[src/common/period_timer_map.svh]
`ifndef PERIOD_TIMER_MAP_SVH
`define PERIOD_TIMER_MAP_SVH

// Register byte offsets
`define PT_OFS_TICK_COUNTER 5'h00
`define PT_OFS_PERIOD_VALUE 5'h04
`define PT_OFS_TIMER_CONTROL 5'h08
`define PT_OFS_IRQ_STATUS 5'h0c
`define PT_OFS_IRQ_MASK 5'h10

// Field positions
`define PT_CTL_PRESCALE_LSB 0
`define PT_CTL_RUN_BIT 2
`define PT_CTL_POSTSCALE_LSB 3
`define PT_IRQ_MATCH_BIT 0

// Reset values
`define PT_RST_TICK_COUNTER 8'h00
`define PT_RST_PERIOD_VALUE 8'hff
`define PT_RST_TIMER_CONTROL 7'h00

// Timing counts: instruction divider in clk cycles, prescaler in instruction cycles
`define PT_INSTR_DIV_LAST 2'h3
`define PT_PRE_LAST_DIV1 6'h00
`define PT_PRE_LAST_DIV4 6'h03
`define PT_PRE_LAST_DIV16 6'h0f
`define PT_PRE_LAST_DIV64 6'h3f

`endif

[src/common/period_timer_pkg.sv]
package period_timer_pkg;

    typedef struct packed {
        logic [3:0] postscale_select;
        logic run_enable;
        logic [1:0] prescale_select;
    } timer_control_t;

    typedef enum logic [0:0] {
        BUS_IDLE = 1'b0,
        BUS_ACK = 1'b1
    } bus_state_t;

endpackage

[src/core/period_timer.sv]
// The register addresses and the Avalon-MM interface to the registers were chosen for this implementation.
`timescale 1ns/1ps
`include "period_timer_map.svh"
module period_timer (
    input wire logic clk,
    input wire logic nrst,
    input wire logic [4:0] address,
    input wire logic read,
    input wire logic write,
    input wire logic [3:0] byteenable,
    input wire logic [31:0] writedata,
    output logic [31:0] readdata,
    output logic waitrequest,
    input wire logic sleep,
    output logic pwm_time_base,
    output logic spi_shift_clk,
    output logic irq
);

    period_timer_pkg::timer_control_t ctl_r;
    period_timer_pkg::bus_state_t bus_r;
    period_timer_pkg::bus_state_t bus_nxt;
    logic [7:0] tmr_r;
    logic [7:0] pr_r;
    logic [1:0] instr_cnt_r;
    logic [5:0] pre_r;
    logic [3:0] post_r;
    logic match_r;
    logic flag_r;
    logic en_r;
    logic [31:0] readdata_r;
    logic instr_ce;
    logic active;
    logic pre_tick;
    logic match_ev;
    logic wr_go;
    logic rd_go;
    logic wr_lane0;
    logic wr_tmr;
    logic wr_pr;
    logic wr_ctl;
    logic wr_sts;
    logic wr_msk;
    logic [7:0] rd_mux;

    function automatic logic [5:0] pre_last(input logic [1:0] sel);
        case (sel)
            2'h0: pre_last = `PT_PRE_LAST_DIV1;
            2'h1: pre_last = `PT_PRE_LAST_DIV4;
            2'h2: pre_last = `PT_PRE_LAST_DIV16;
            default: pre_last = `PT_PRE_LAST_DIV64;
        endcase
    endfunction

    function automatic logic hit(input logic [4:0] addr, input logic [4:0] ofs);
        hit = (addr == ofs);
    endfunction

    // Avalon slave: one wait cycle, answer in the second cycle
    always_comb begin
        case (bus_r)
            period_timer_pkg::BUS_IDLE: begin
                if (read || write) begin
                    bus_nxt = period_timer_pkg::BUS_ACK;
                end else begin
                    bus_nxt = period_timer_pkg::BUS_IDLE;
                end
            end
            default: bus_nxt = period_timer_pkg::BUS_IDLE;
        endcase
    end

    always_ff @(posedge clk) begin
        if (!nrst) begin
            bus_r <= period_timer_pkg::BUS_IDLE;
        end else begin
            bus_r <= bus_nxt;
        end
    end

    assign waitrequest = (read || write) && (bus_r != period_timer_pkg::BUS_ACK);
    assign wr_go = write && (bus_r == period_timer_pkg::BUS_ACK);
    assign rd_go = read && (bus_r == period_timer_pkg::BUS_IDLE);
    assign wr_lane0 = wr_go && byteenable[0];

    always_comb begin
        wr_tmr = 1'b0;
        wr_pr = 1'b0;
        wr_ctl = 1'b0;
        wr_sts = 1'b0;
        wr_msk = 1'b0;
        if (hit(address, 5'(`PT_OFS_TICK_COUNTER))) begin
            wr_tmr = wr_lane0;
        end else if (hit(address, 5'(`PT_OFS_PERIOD_VALUE))) begin
            wr_pr = wr_lane0;
        end else if (hit(address, 5'(`PT_OFS_TIMER_CONTROL))) begin
            wr_ctl = wr_lane0;
        end else if (hit(address, 5'(`PT_OFS_IRQ_STATUS))) begin
            wr_sts = wr_lane0;
        end else if (hit(address, 5'(`PT_OFS_IRQ_MASK))) begin
            wr_msk = wr_lane0;
        end
    end

    always_comb begin
        if (hit(address, 5'(`PT_OFS_TICK_COUNTER))) begin
            rd_mux = tmr_r;
        end else if (hit(address, 5'(`PT_OFS_PERIOD_VALUE))) begin
            rd_mux = pr_r;
        end else if (hit(address, 5'(`PT_OFS_TIMER_CONTROL))) begin
            rd_mux = {1'b0, ctl_r};
        end else if (hit(address, 5'(`PT_OFS_IRQ_STATUS))) begin
            rd_mux = {7'h00, flag_r};
        end else if (hit(address, 5'(`PT_OFS_IRQ_MASK))) begin
            rd_mux = {7'h00, en_r};
        end else begin
            rd_mux = 8'h00;
        end
    end

    always_ff @(posedge clk) begin
        if (!nrst) begin
            readdata_r <= 32'h00000000;
        end else if (rd_go) begin
            readdata_r <= {24'h000000, rd_mux};
        end
    end

    assign readdata = readdata_r;

    // Instruction clock enable, one clk in four
    always_ff @(posedge clk) begin
        if (!nrst) begin
            instr_cnt_r <= 2'h0;
        end else begin
            instr_cnt_r <= instr_cnt_r + 2'h1;
        end
    end

    assign instr_ce = (instr_cnt_r == `PT_INSTR_DIV_LAST);
    assign active = instr_ce && ctl_r.run_enable && !sleep;
    assign pre_tick = active && (pre_r == pre_last(ctl_r.prescale_select));
    assign match_ev = pre_tick && (tmr_r == pr_r);

    // Prescaler
    always_ff @(posedge clk) begin
        if (!nrst) begin
            pre_r <= 6'h00;
        end else if (wr_tmr || wr_ctl) begin
            pre_r <= 6'h00;
        end else if (pre_tick) begin
            pre_r <= 6'h00;
        end else if (active) begin
            pre_r <= pre_r + 6'h01;
        end
    end

    // Counter
    always_ff @(posedge clk) begin
        if (!nrst) begin
            tmr_r <= `PT_RST_TICK_COUNTER;
        end else if (wr_tmr) begin
            tmr_r <= writedata[7:0];
        end else if (match_ev) begin
            tmr_r <= 8'h00;
        end else if (pre_tick) begin
            tmr_r <= tmr_r + 8'h01;
        end
    end

    always_ff @(posedge clk) begin
        if (!nrst) begin
            pr_r <= `PT_RST_PERIOD_VALUE;
        end else if (wr_pr) begin
            pr_r <= writedata[7:0];
        end
    end

    always_ff @(posedge clk) begin
        if (!nrst) begin
            ctl_r <= `PT_RST_TIMER_CONTROL;
        end else if (wr_ctl) begin
            ctl_r <= writedata[6:0];
        end
    end

    // Unscaled match pulse
    always_ff @(posedge clk) begin
        if (!nrst) begin
            match_r <= 1'b0;
        end else begin
            match_r <= match_ev;
        end
    end

    assign pwm_time_base = match_r;
    assign spi_shift_clk = match_r;

    // Postscaler
    always_ff @(posedge clk) begin
        if (!nrst) begin
            post_r <= 4'h0;
        end else if (wr_tmr || wr_ctl) begin
            post_r <= 4'h0;
        end else if (match_ev && post_r == ctl_r.postscale_select) begin
            post_r <= 4'h0;
        end else if (match_ev) begin
            post_r <= post_r + 4'h1;
        end
    end

    // Sticky flag, set wins over write-one clear
    always_ff @(posedge clk) begin
        if (!nrst) begin
            flag_r <= 1'b0;
        end else if (match_ev && post_r == ctl_r.postscale_select && !wr_ctl && !wr_tmr) begin
            flag_r <= 1'b1;
        end else if (wr_sts && writedata[`PT_IRQ_MATCH_BIT]) begin
            flag_r <= 1'b0;
        end
    end

    always_ff @(posedge clk) begin
        if (!nrst) begin
            en_r <= 1'b0;
        end else if (wr_msk) begin
            en_r <= writedata[`PT_IRQ_MATCH_BIT];
        end
    end

    assign irq = flag_r && en_r;

    property p_instr_rate;
        @(posedge clk) disable iff (!nrst)
        instr_ce |=> !instr_ce [*3] ##1 instr_ce;
    endproperty
    a_instr_rate: assert property (p_instr_rate)
        else $error("instruction enable not one in four");

    property p_count_step;
        @(posedge clk) disable iff (!nrst)
        ($past(nrst) && !$past(wr_tmr) && !$past(match_ev) && tmr_r != $past(tmr_r))
            |-> $past(pre_tick) && tmr_r == $past(tmr_r) + 8'h01;
    endproperty
    a_count_step: assert property (p_count_step)
        else $error("counter moved without a prescaled tick");

    property p_prescale_gap;
        @(posedge clk) disable iff (!nrst)
        (pre_tick && ctl_r.prescale_select == 2'h1 && !sleep)
            ##1 (!wr_ctl && !wr_tmr && !sleep && ctl_r.run_enable) [*8]
            |-> !pre_tick;
    endproperty
    a_prescale_gap: assert property (p_prescale_gap)
        else $error("divide by four ticked too early");

    property p_match_cause;
        @(posedge clk) disable iff (!nrst)
        match_r |-> $past(tmr_r == pr_r) && $past(pre_tick);
    endproperty
    a_match_cause: assert property (p_match_cause)
        else $error("match without equal count");

    property p_match_zero;
        @(posedge clk) disable iff (!nrst)
        (match_r && !$past(wr_tmr)) |-> tmr_r == 8'h00;
    endproperty
    a_match_zero: assert property (p_match_zero)
        else $error("counter not zero after match");

    property p_reset_vals;
        @(posedge clk)
        (nrst && !$past(nrst)) |-> tmr_r == 8'h00 && pr_r == 8'hff && ctl_r == 7'h00
            && pre_r == 6'h00 && post_r == 4'h0;
    endproperty
    a_reset_vals: assert property (p_reset_vals)
        else $error("reset values wrong");

    property p_write_clears;
        @(posedge clk) disable iff (!nrst)
        (wr_tmr || wr_ctl) |=> pre_r == 6'h00 && post_r == 4'h0;
    endproperty
    a_write_clears: assert property (p_write_clears)
        else $error("scaler counts not cleared by write");

    property p_flag_cause;
        @(posedge clk) disable iff (!nrst)
        $rose(flag_r) |-> match_r && $past(post_r == ctl_r.postscale_select);
    endproperty
    a_flag_cause: assert property (p_flag_cause)
        else $error("flag set off the postscale count");

    property p_irq_gate;
        @(posedge clk) disable iff (!nrst)
        (flag_r && $past(flag_r) && !en_r) |-> !irq;
    endproperty
    a_irq_gate: assert property (p_irq_gate)
        else $error("interrupt without enable");

    property p_sleep_hold;
        @(posedge clk) disable iff (!nrst)
        ($past(sleep) && !$past(wr_tmr) && !$past(wr_pr)) |-> $stable(tmr_r) && $stable(pr_r)
            && !match_r;
    endproperty
    a_sleep_hold: assert property (p_sleep_hold)
        else $error("timer moved during sleep");

    property p_off_hold;
        @(posedge clk) disable iff (!nrst)
        ($past(!ctl_r.run_enable) && !$past(wr_tmr) && !$past(wr_ctl))
            |-> $stable(pre_r) && $stable(post_r) && $stable(tmr_r) && !match_r;
    endproperty
    a_off_hold: assert property (p_off_hold)
        else $error("timer moved while off");

    property p_bus_answer;
        @(posedge clk) disable iff (!nrst)
        ((read || write) && waitrequest) |=> !waitrequest;
    endproperty
    a_bus_answer: assert property (p_bus_answer)
        else $error("bus answer late");

    property p_flag_hold;
        @(posedge clk) disable iff (!nrst)
        ($past(nrst) && $past(flag_r) && !$past(wr_sts)) |-> flag_r;
    endproperty
    a_flag_hold: assert property (p_flag_hold)
        else $error("match flag dropped without a clear");

    property p_post_range;
        @(posedge clk) disable iff (!nrst)
        post_r <= ctl_r.postscale_select;
    endproperty
    a_post_range: assert property (p_post_range)
        else $error("postscaler count beyond its select");

    property p_pr_hold;
        @(posedge clk) disable iff (!nrst)
        ($past(nrst) && !$past(wr_pr)) |-> $stable(pr_r);
    endproperty
    a_pr_hold: assert property (p_pr_hold)
        else $error("period changed without a write");

    property p_pulse_width;
        @(posedge clk) disable iff (!nrst)
        match_r |=> !match_r;
    endproperty
    a_pulse_width: assert property (p_pulse_width)
        else $error("match pulse longer than one cycle");

    c_match: cover property (@(posedge clk) disable iff (!nrst) match_r);
    c_flag: cover property (@(posedge clk) disable iff (!nrst) $rose(flag_r) && en_r);
    c_div64: cover property (@(posedge clk) disable iff (!nrst)
        pre_tick && ctl_r.prescale_select == 2'h3);
    c_set_clear: cover property (@(posedge clk) disable iff (!nrst)
        wr_sts && match_ev);
    c_sleep: cover property (@(posedge clk) disable iff (!nrst)
        sleep && instr_ce && ctl_r.run_enable);

endmodule

[config.mk]
export PLATFORM = sky130hd
export DESIGN_NAME = period_timer
export DESIGN_NICKNAME = d
export VERILOG_FILES = /design/src/common/period_timer_pkg.sv /design/src/core/period_timer.sv
export VERILOG_INCLUDE_DIRS = /design/src /design/src/common
export SDC_FILE = /design/constraint.sdc
export NUM_CORES = 1
export LEC_CHECK = 0
export BUFFER_PORTS_ARGS = -buffer_cell sky130_fd_sc_hd__buf_2
export CAP_MARGIN = 5
export CORE_MARGIN = 2
export CORE_UTILIZATION = 56
export DETAILED_ROUTE_END_ITERATION = 7
export GPL_TIMING_DRIVEN = 0
export PLACE_DENSITY = 0.91
export SKIP_CTS_REPAIR_TIMING = 1
export SYNTH_ARGS = -nofsm -noshare
export SYNTH_HDL_FRONTEND = slang
export SYNTH_SLANG_ARGS = --single-unit
[constraint.sdc]
create_clock -name clk -period 4.9 [get_ports clk]
set_input_delay 0.245 -clock clk [delete_from_list [all_inputs] [get_ports clk]]
set_output_delay 0.245 -clock clk [all_outputs]
set_load 0.1 [all_outputs]
==> impl.org <==
** Detailed routing
- Number of design rule violations left after detail routing :: 0
- In this run, the number of DRC markers left after iteration 0 of detailed routing was approximately 110.
- Wire per inst :: between 10 and 15 um
- The first detailed-routing pass took 4 iterations.
- Total routed wirelength :: around 6.2 mm
- Once detail routing completed, the nets flagged for antenna violations numbered 0.
- Total via count after detailed routing :: approximately 2400
- In the routed layout, each cell is associated on average with a via count of about 5.4.

** Logic synthesis
- Count of flip-flops with a built-in enable after synthesis :: 0
- For this run, the number of Yosys warnings is 0.
- Cell types with the largest area share after synthesis :: dfxtp_1 35%, mux2i_1 9.2%, buf_4 7.2%
- Dominant register cell in the synthesized netlist :: dfxtp_1
- In this run, synthesis produced a sequential element count of 47.
- Sequential share of the synthesized area :: between 30 and 40%
- Post-synthesis async set-or-reset flop share :: 0%
- The largest total area in the synthesized netlist belongs to dfxtp_1.
- Yosys top cell area share :: 34.5%
- A synthesized cell averages around 8.8 sq um.
- After synthesis, the netlist uses 50 different library cells.
- Number of instances in the synthesized netlist :: just over 300
- Summing every instance area after synthesis gives about 2700 sq um.

** Timing
- Setup repair after global routing missed its margin :: no
- Min Tclk post-route :: approximately 2.2 ns
- Number of pins with negative max-slew slack in the final report :: 0
- Remaining max-slew budget at the tightest pin :: a little under a third
- Setup slack closes at approximately 2.7 ns.
- On the final layout, the worst clock skew is 0.0181 ns.
- Dividing the final minimum period by the clock period gives between 40% and 50%.
- For the pin with the worst max-slew slack, the measured transition is around 1.0 ns.
- Based on the critical path, the design can be clocked at up to 445 MHz.
- Final setup violation count :: 0
- Hold Worst Slack :: roughly 0.21 ns
- Total Neg Setup Slack :: 0 ns
- The number of hold-slack violations in the final timing report came to 0.

** Power
- Power spread over the standard cell area amounts to around 260 nW/um^2.
- Peak VDD IR :: about 180 uV
- For this design the static power due to leakage is approximately 1.4 nW.

** Floorplan
- Once the floorplan was initialized, standard cells occupied between 50% and 60% of the core.
- The floorplan step defined a core boundary enclosing around 4700 sq um.
- During I/O placement, the number of pins put on the boundary was 82.
- The die covers roughly 5400 sq um.
- Cell Rows :: 25
- The die is between 70 and 80 um tall.
- Measured along the x axis, the die boundary spans between 70 and 80 um.

** Clocking
- Num CTS Buffers :: 5
- The root buffer cell chosen for the clock tree is clkbuf_8.
- Clock network latency to the later pin of the worst-skew pair :: between 0.3 and 0.4 ns
- Clock tree from TritonCTS :: done
- After clock tree synthesis, the clock-pin slew on the worst setup and hold paths is 0.10 ns.
- The H-tree generated during clock tree synthesis spans 2 levels.
- Clock Tree Buf Depth :: 2
- Total clock sinks :: between 40 and 50

** GRT
- Number of antenna violations at the first check in global routing :: 0
- Global routing usage on met2 :: ~42%
- Global routing used about 24% of the available tracks across all layers.
- First-pass GRT wire length :: about 10 mm
- Leftover overflow at the end of global routing :: 0
- In the global route stage, met1 resource usage came out at 29.5%.
- Vias in the first global route :: 2200
- For met3 alone, demand over resource in global routing was 3.98%.
- Highest-utilization routing layer at the global route stage :: met2
- Entering global routing, the biggest net connects 17 pins.

** Worst setup path
- Required time of the critical path :: about 5 ns
- The most critical setup path has its startpoint at ctl_r[1].
- The number of buffers and inverters on the critical path is 1.
- In this run the critical register-to-register path is launched from ctl_r[1].
- The endpoint identified for the worst register-to-register timing path is tmr_r[3].
- Critical-path cell with the highest stage delay :: o2111ai_1
- Max stage delay on crit path :: ~0.66 ns
- The worst setup path is of the reg2reg kind.
- Of all nets on the critical path, the largest fanout is 10.
- Reg2reg path depth :: 6
- The worst setup path is captured at a register.
- In this run the number of cells on the critical path is 6.
- Reg-to-reg slack, setup :: ~2.7 ns
- The worst setup path is launched from a register.
- Walking the worst path, the cells encountered are nand2b_1 > a21oi_1 > o2111ai_1 > clkbuf_1 > o21ai_0 > a31oi_1.
- Arr. time, crit path :: around 2.5 ns
- Largest delay contributor family on the critical path :: compound AO/OA/AOI/OAI gates

** Status
- Outcome :: complete, no violations

** Final layout
- 0 antenna diodes ended up in the layout.
- Number of nets in the final layout :: ~420
- P&R area growth vs syn :: 15.6%
- The finished cells cover ~3200 sq um.
- The post-route netlist has 20.9% of its cells at a drive strength greater than 1.

** Place
- Summing all placed instances gives a cell area of between 3000 and 4000 sq um.
- Final HPWL DP :: ~4.5 mm
- At the end of routability-driven placement, the weighted congestion stood at roughly 0.9.
- OpenSTA, run right after detailed placement, puts the worst setup slack at around 2.8 ns.
- Input/output buffers :: 28

** Min path
- Count of cells along the worst hold path :: 3
- The worst hold path begins at writedata[3].
- The min-delay analysis places its worst path in the category in2reg.
- The worst hold path terminates at pr_r[3].

** Job
- Maximum Capacitance Violations :: 0
## where the power goes
group / internal [mW] / switching [mW]
clock: 0.154 / 0.136
combinational: 0.0319 / 0.121
sequential: 0.385 / 0.00175
total: 0.570 / 0.259
## worst max-delay path by stage
stage,endpoint,slack (ns)
final,tmr_r[3],2.65
after detailed placement,pre_r[1],2.78
after global routing,tmr_r[3],2.47
after floorplan,bus_r,3.01
after global placement,pre_r[5],2.81
after CTS,pre_r[1],2.75
## cell usage in the layout, fill, tap and decap left out, types with 10 or more instances in the layout
cell type,netlist,layout
a21oi_1,10,10
buf_2,1,29
buf_4,26,26
clkbuf_1,12,12
conb_1,1,24
dfxtp_1,47,47
mux2i_1,25,25
nand2_1,27,27
nor2_1,13,13
nor2b_1,19,19
o21ai_0,21,21
xor2_1,10,10
## per-layer routing
layer	wire length, um	up-vias	part of all wire [%]
met2	3090	103	50
met4	123	0	2.0
met3	417	13	6.8
met1	2520	1092	41
met5	0	-	0
li1	-	1166	-
## cells by family (layout without fill, tap and decap cells)
| group | after synthesis | count (layout) | share of synthesized area, % |
|---|---|---|---|
| AOI/OAI and AO/OA | 64 | 64 | 15.4 |
| adders and majority gates | 4 | 4 | 1.84 |
| DFF | 47 | 47 | 34.5 |
| and+or+nand+nor | 104 | 104 | 22.0 |
| buffers and inverters | 47 | 83 | 11.0 |
| xor gates and xnor gates | 17 | 17 | 5.46 |
| muxes | 26 | 26 | 9.59 |
| other | 1 | 24 | 0.138 |
## Yosys cell counts (3+ instances only)
cell,instances
inv_1,5
mux2i_1,25
o21ai_0,21
nand4_1,6
xnor2_1,7
ha_1,4
o32a_2,3
buf_4,26
xor2_1,10
a31oi_1,4
o2111ai_1,4
nand2b_1,5
nand2_1,27
nand3_1,6
or4_1,3
nor2_1,13
nor2b_1,19
clkbuf_1,12
and3_1,4
nand4b_1,4
a22oi_1,6
dfxtp_1,47
and2_1,5
a21oi_1,10
## final cells by class
class / instances / area, sq um
clock buffer: 5 / 68.8
fill: 393 / 1570
clock inverter: 3 / 46.3
multi-input combinational: 239 / 1570
buffer: 42 / 282
timing repair buffer: 28 / 140
tap: 67 / 83.8
inverter: 5 / 18.8
sequential: 47 / 941
## state kept, by name, summed over array words and instances, names as in the netlist
name and cells:
pr_r 8, ctl_r 7, en_r 1, flag_r 1
post_r 4, readdata 8, instr_cnt_r 2, pre_r 6
bus_r 1, tmr_r 8, pwm_time_base 1
## worst register-to-register path: stages, from the launching register on
cell and delay (ns):
dfxtp_1 0.47, nand2b_1 0.14, a21oi_1 0.08, o2111ai_1 0.66, clkbuf_1 0.40, o21ai_0 0.17
a31oi_1 0.24
## metrics by stage
| stage | power [mW] | utilization (%) | std cells |
|---|---|---|---|
| 2_1_floorplan | 0.526 | - | 333 |
| 3_3_place_gp | 0.545 | 64.3 | 428 |
| 4_1_cts | 0.834 | 66.7 | 436 |
| 3_5_place_dp | 0.547 | 64.3 | 428 |
| 5_1_grt | 0.857 | 66.7 | 436 |
| 6_report | 0.829 | 66.7 | 436 |
Power figures use the tool's default switching activity.
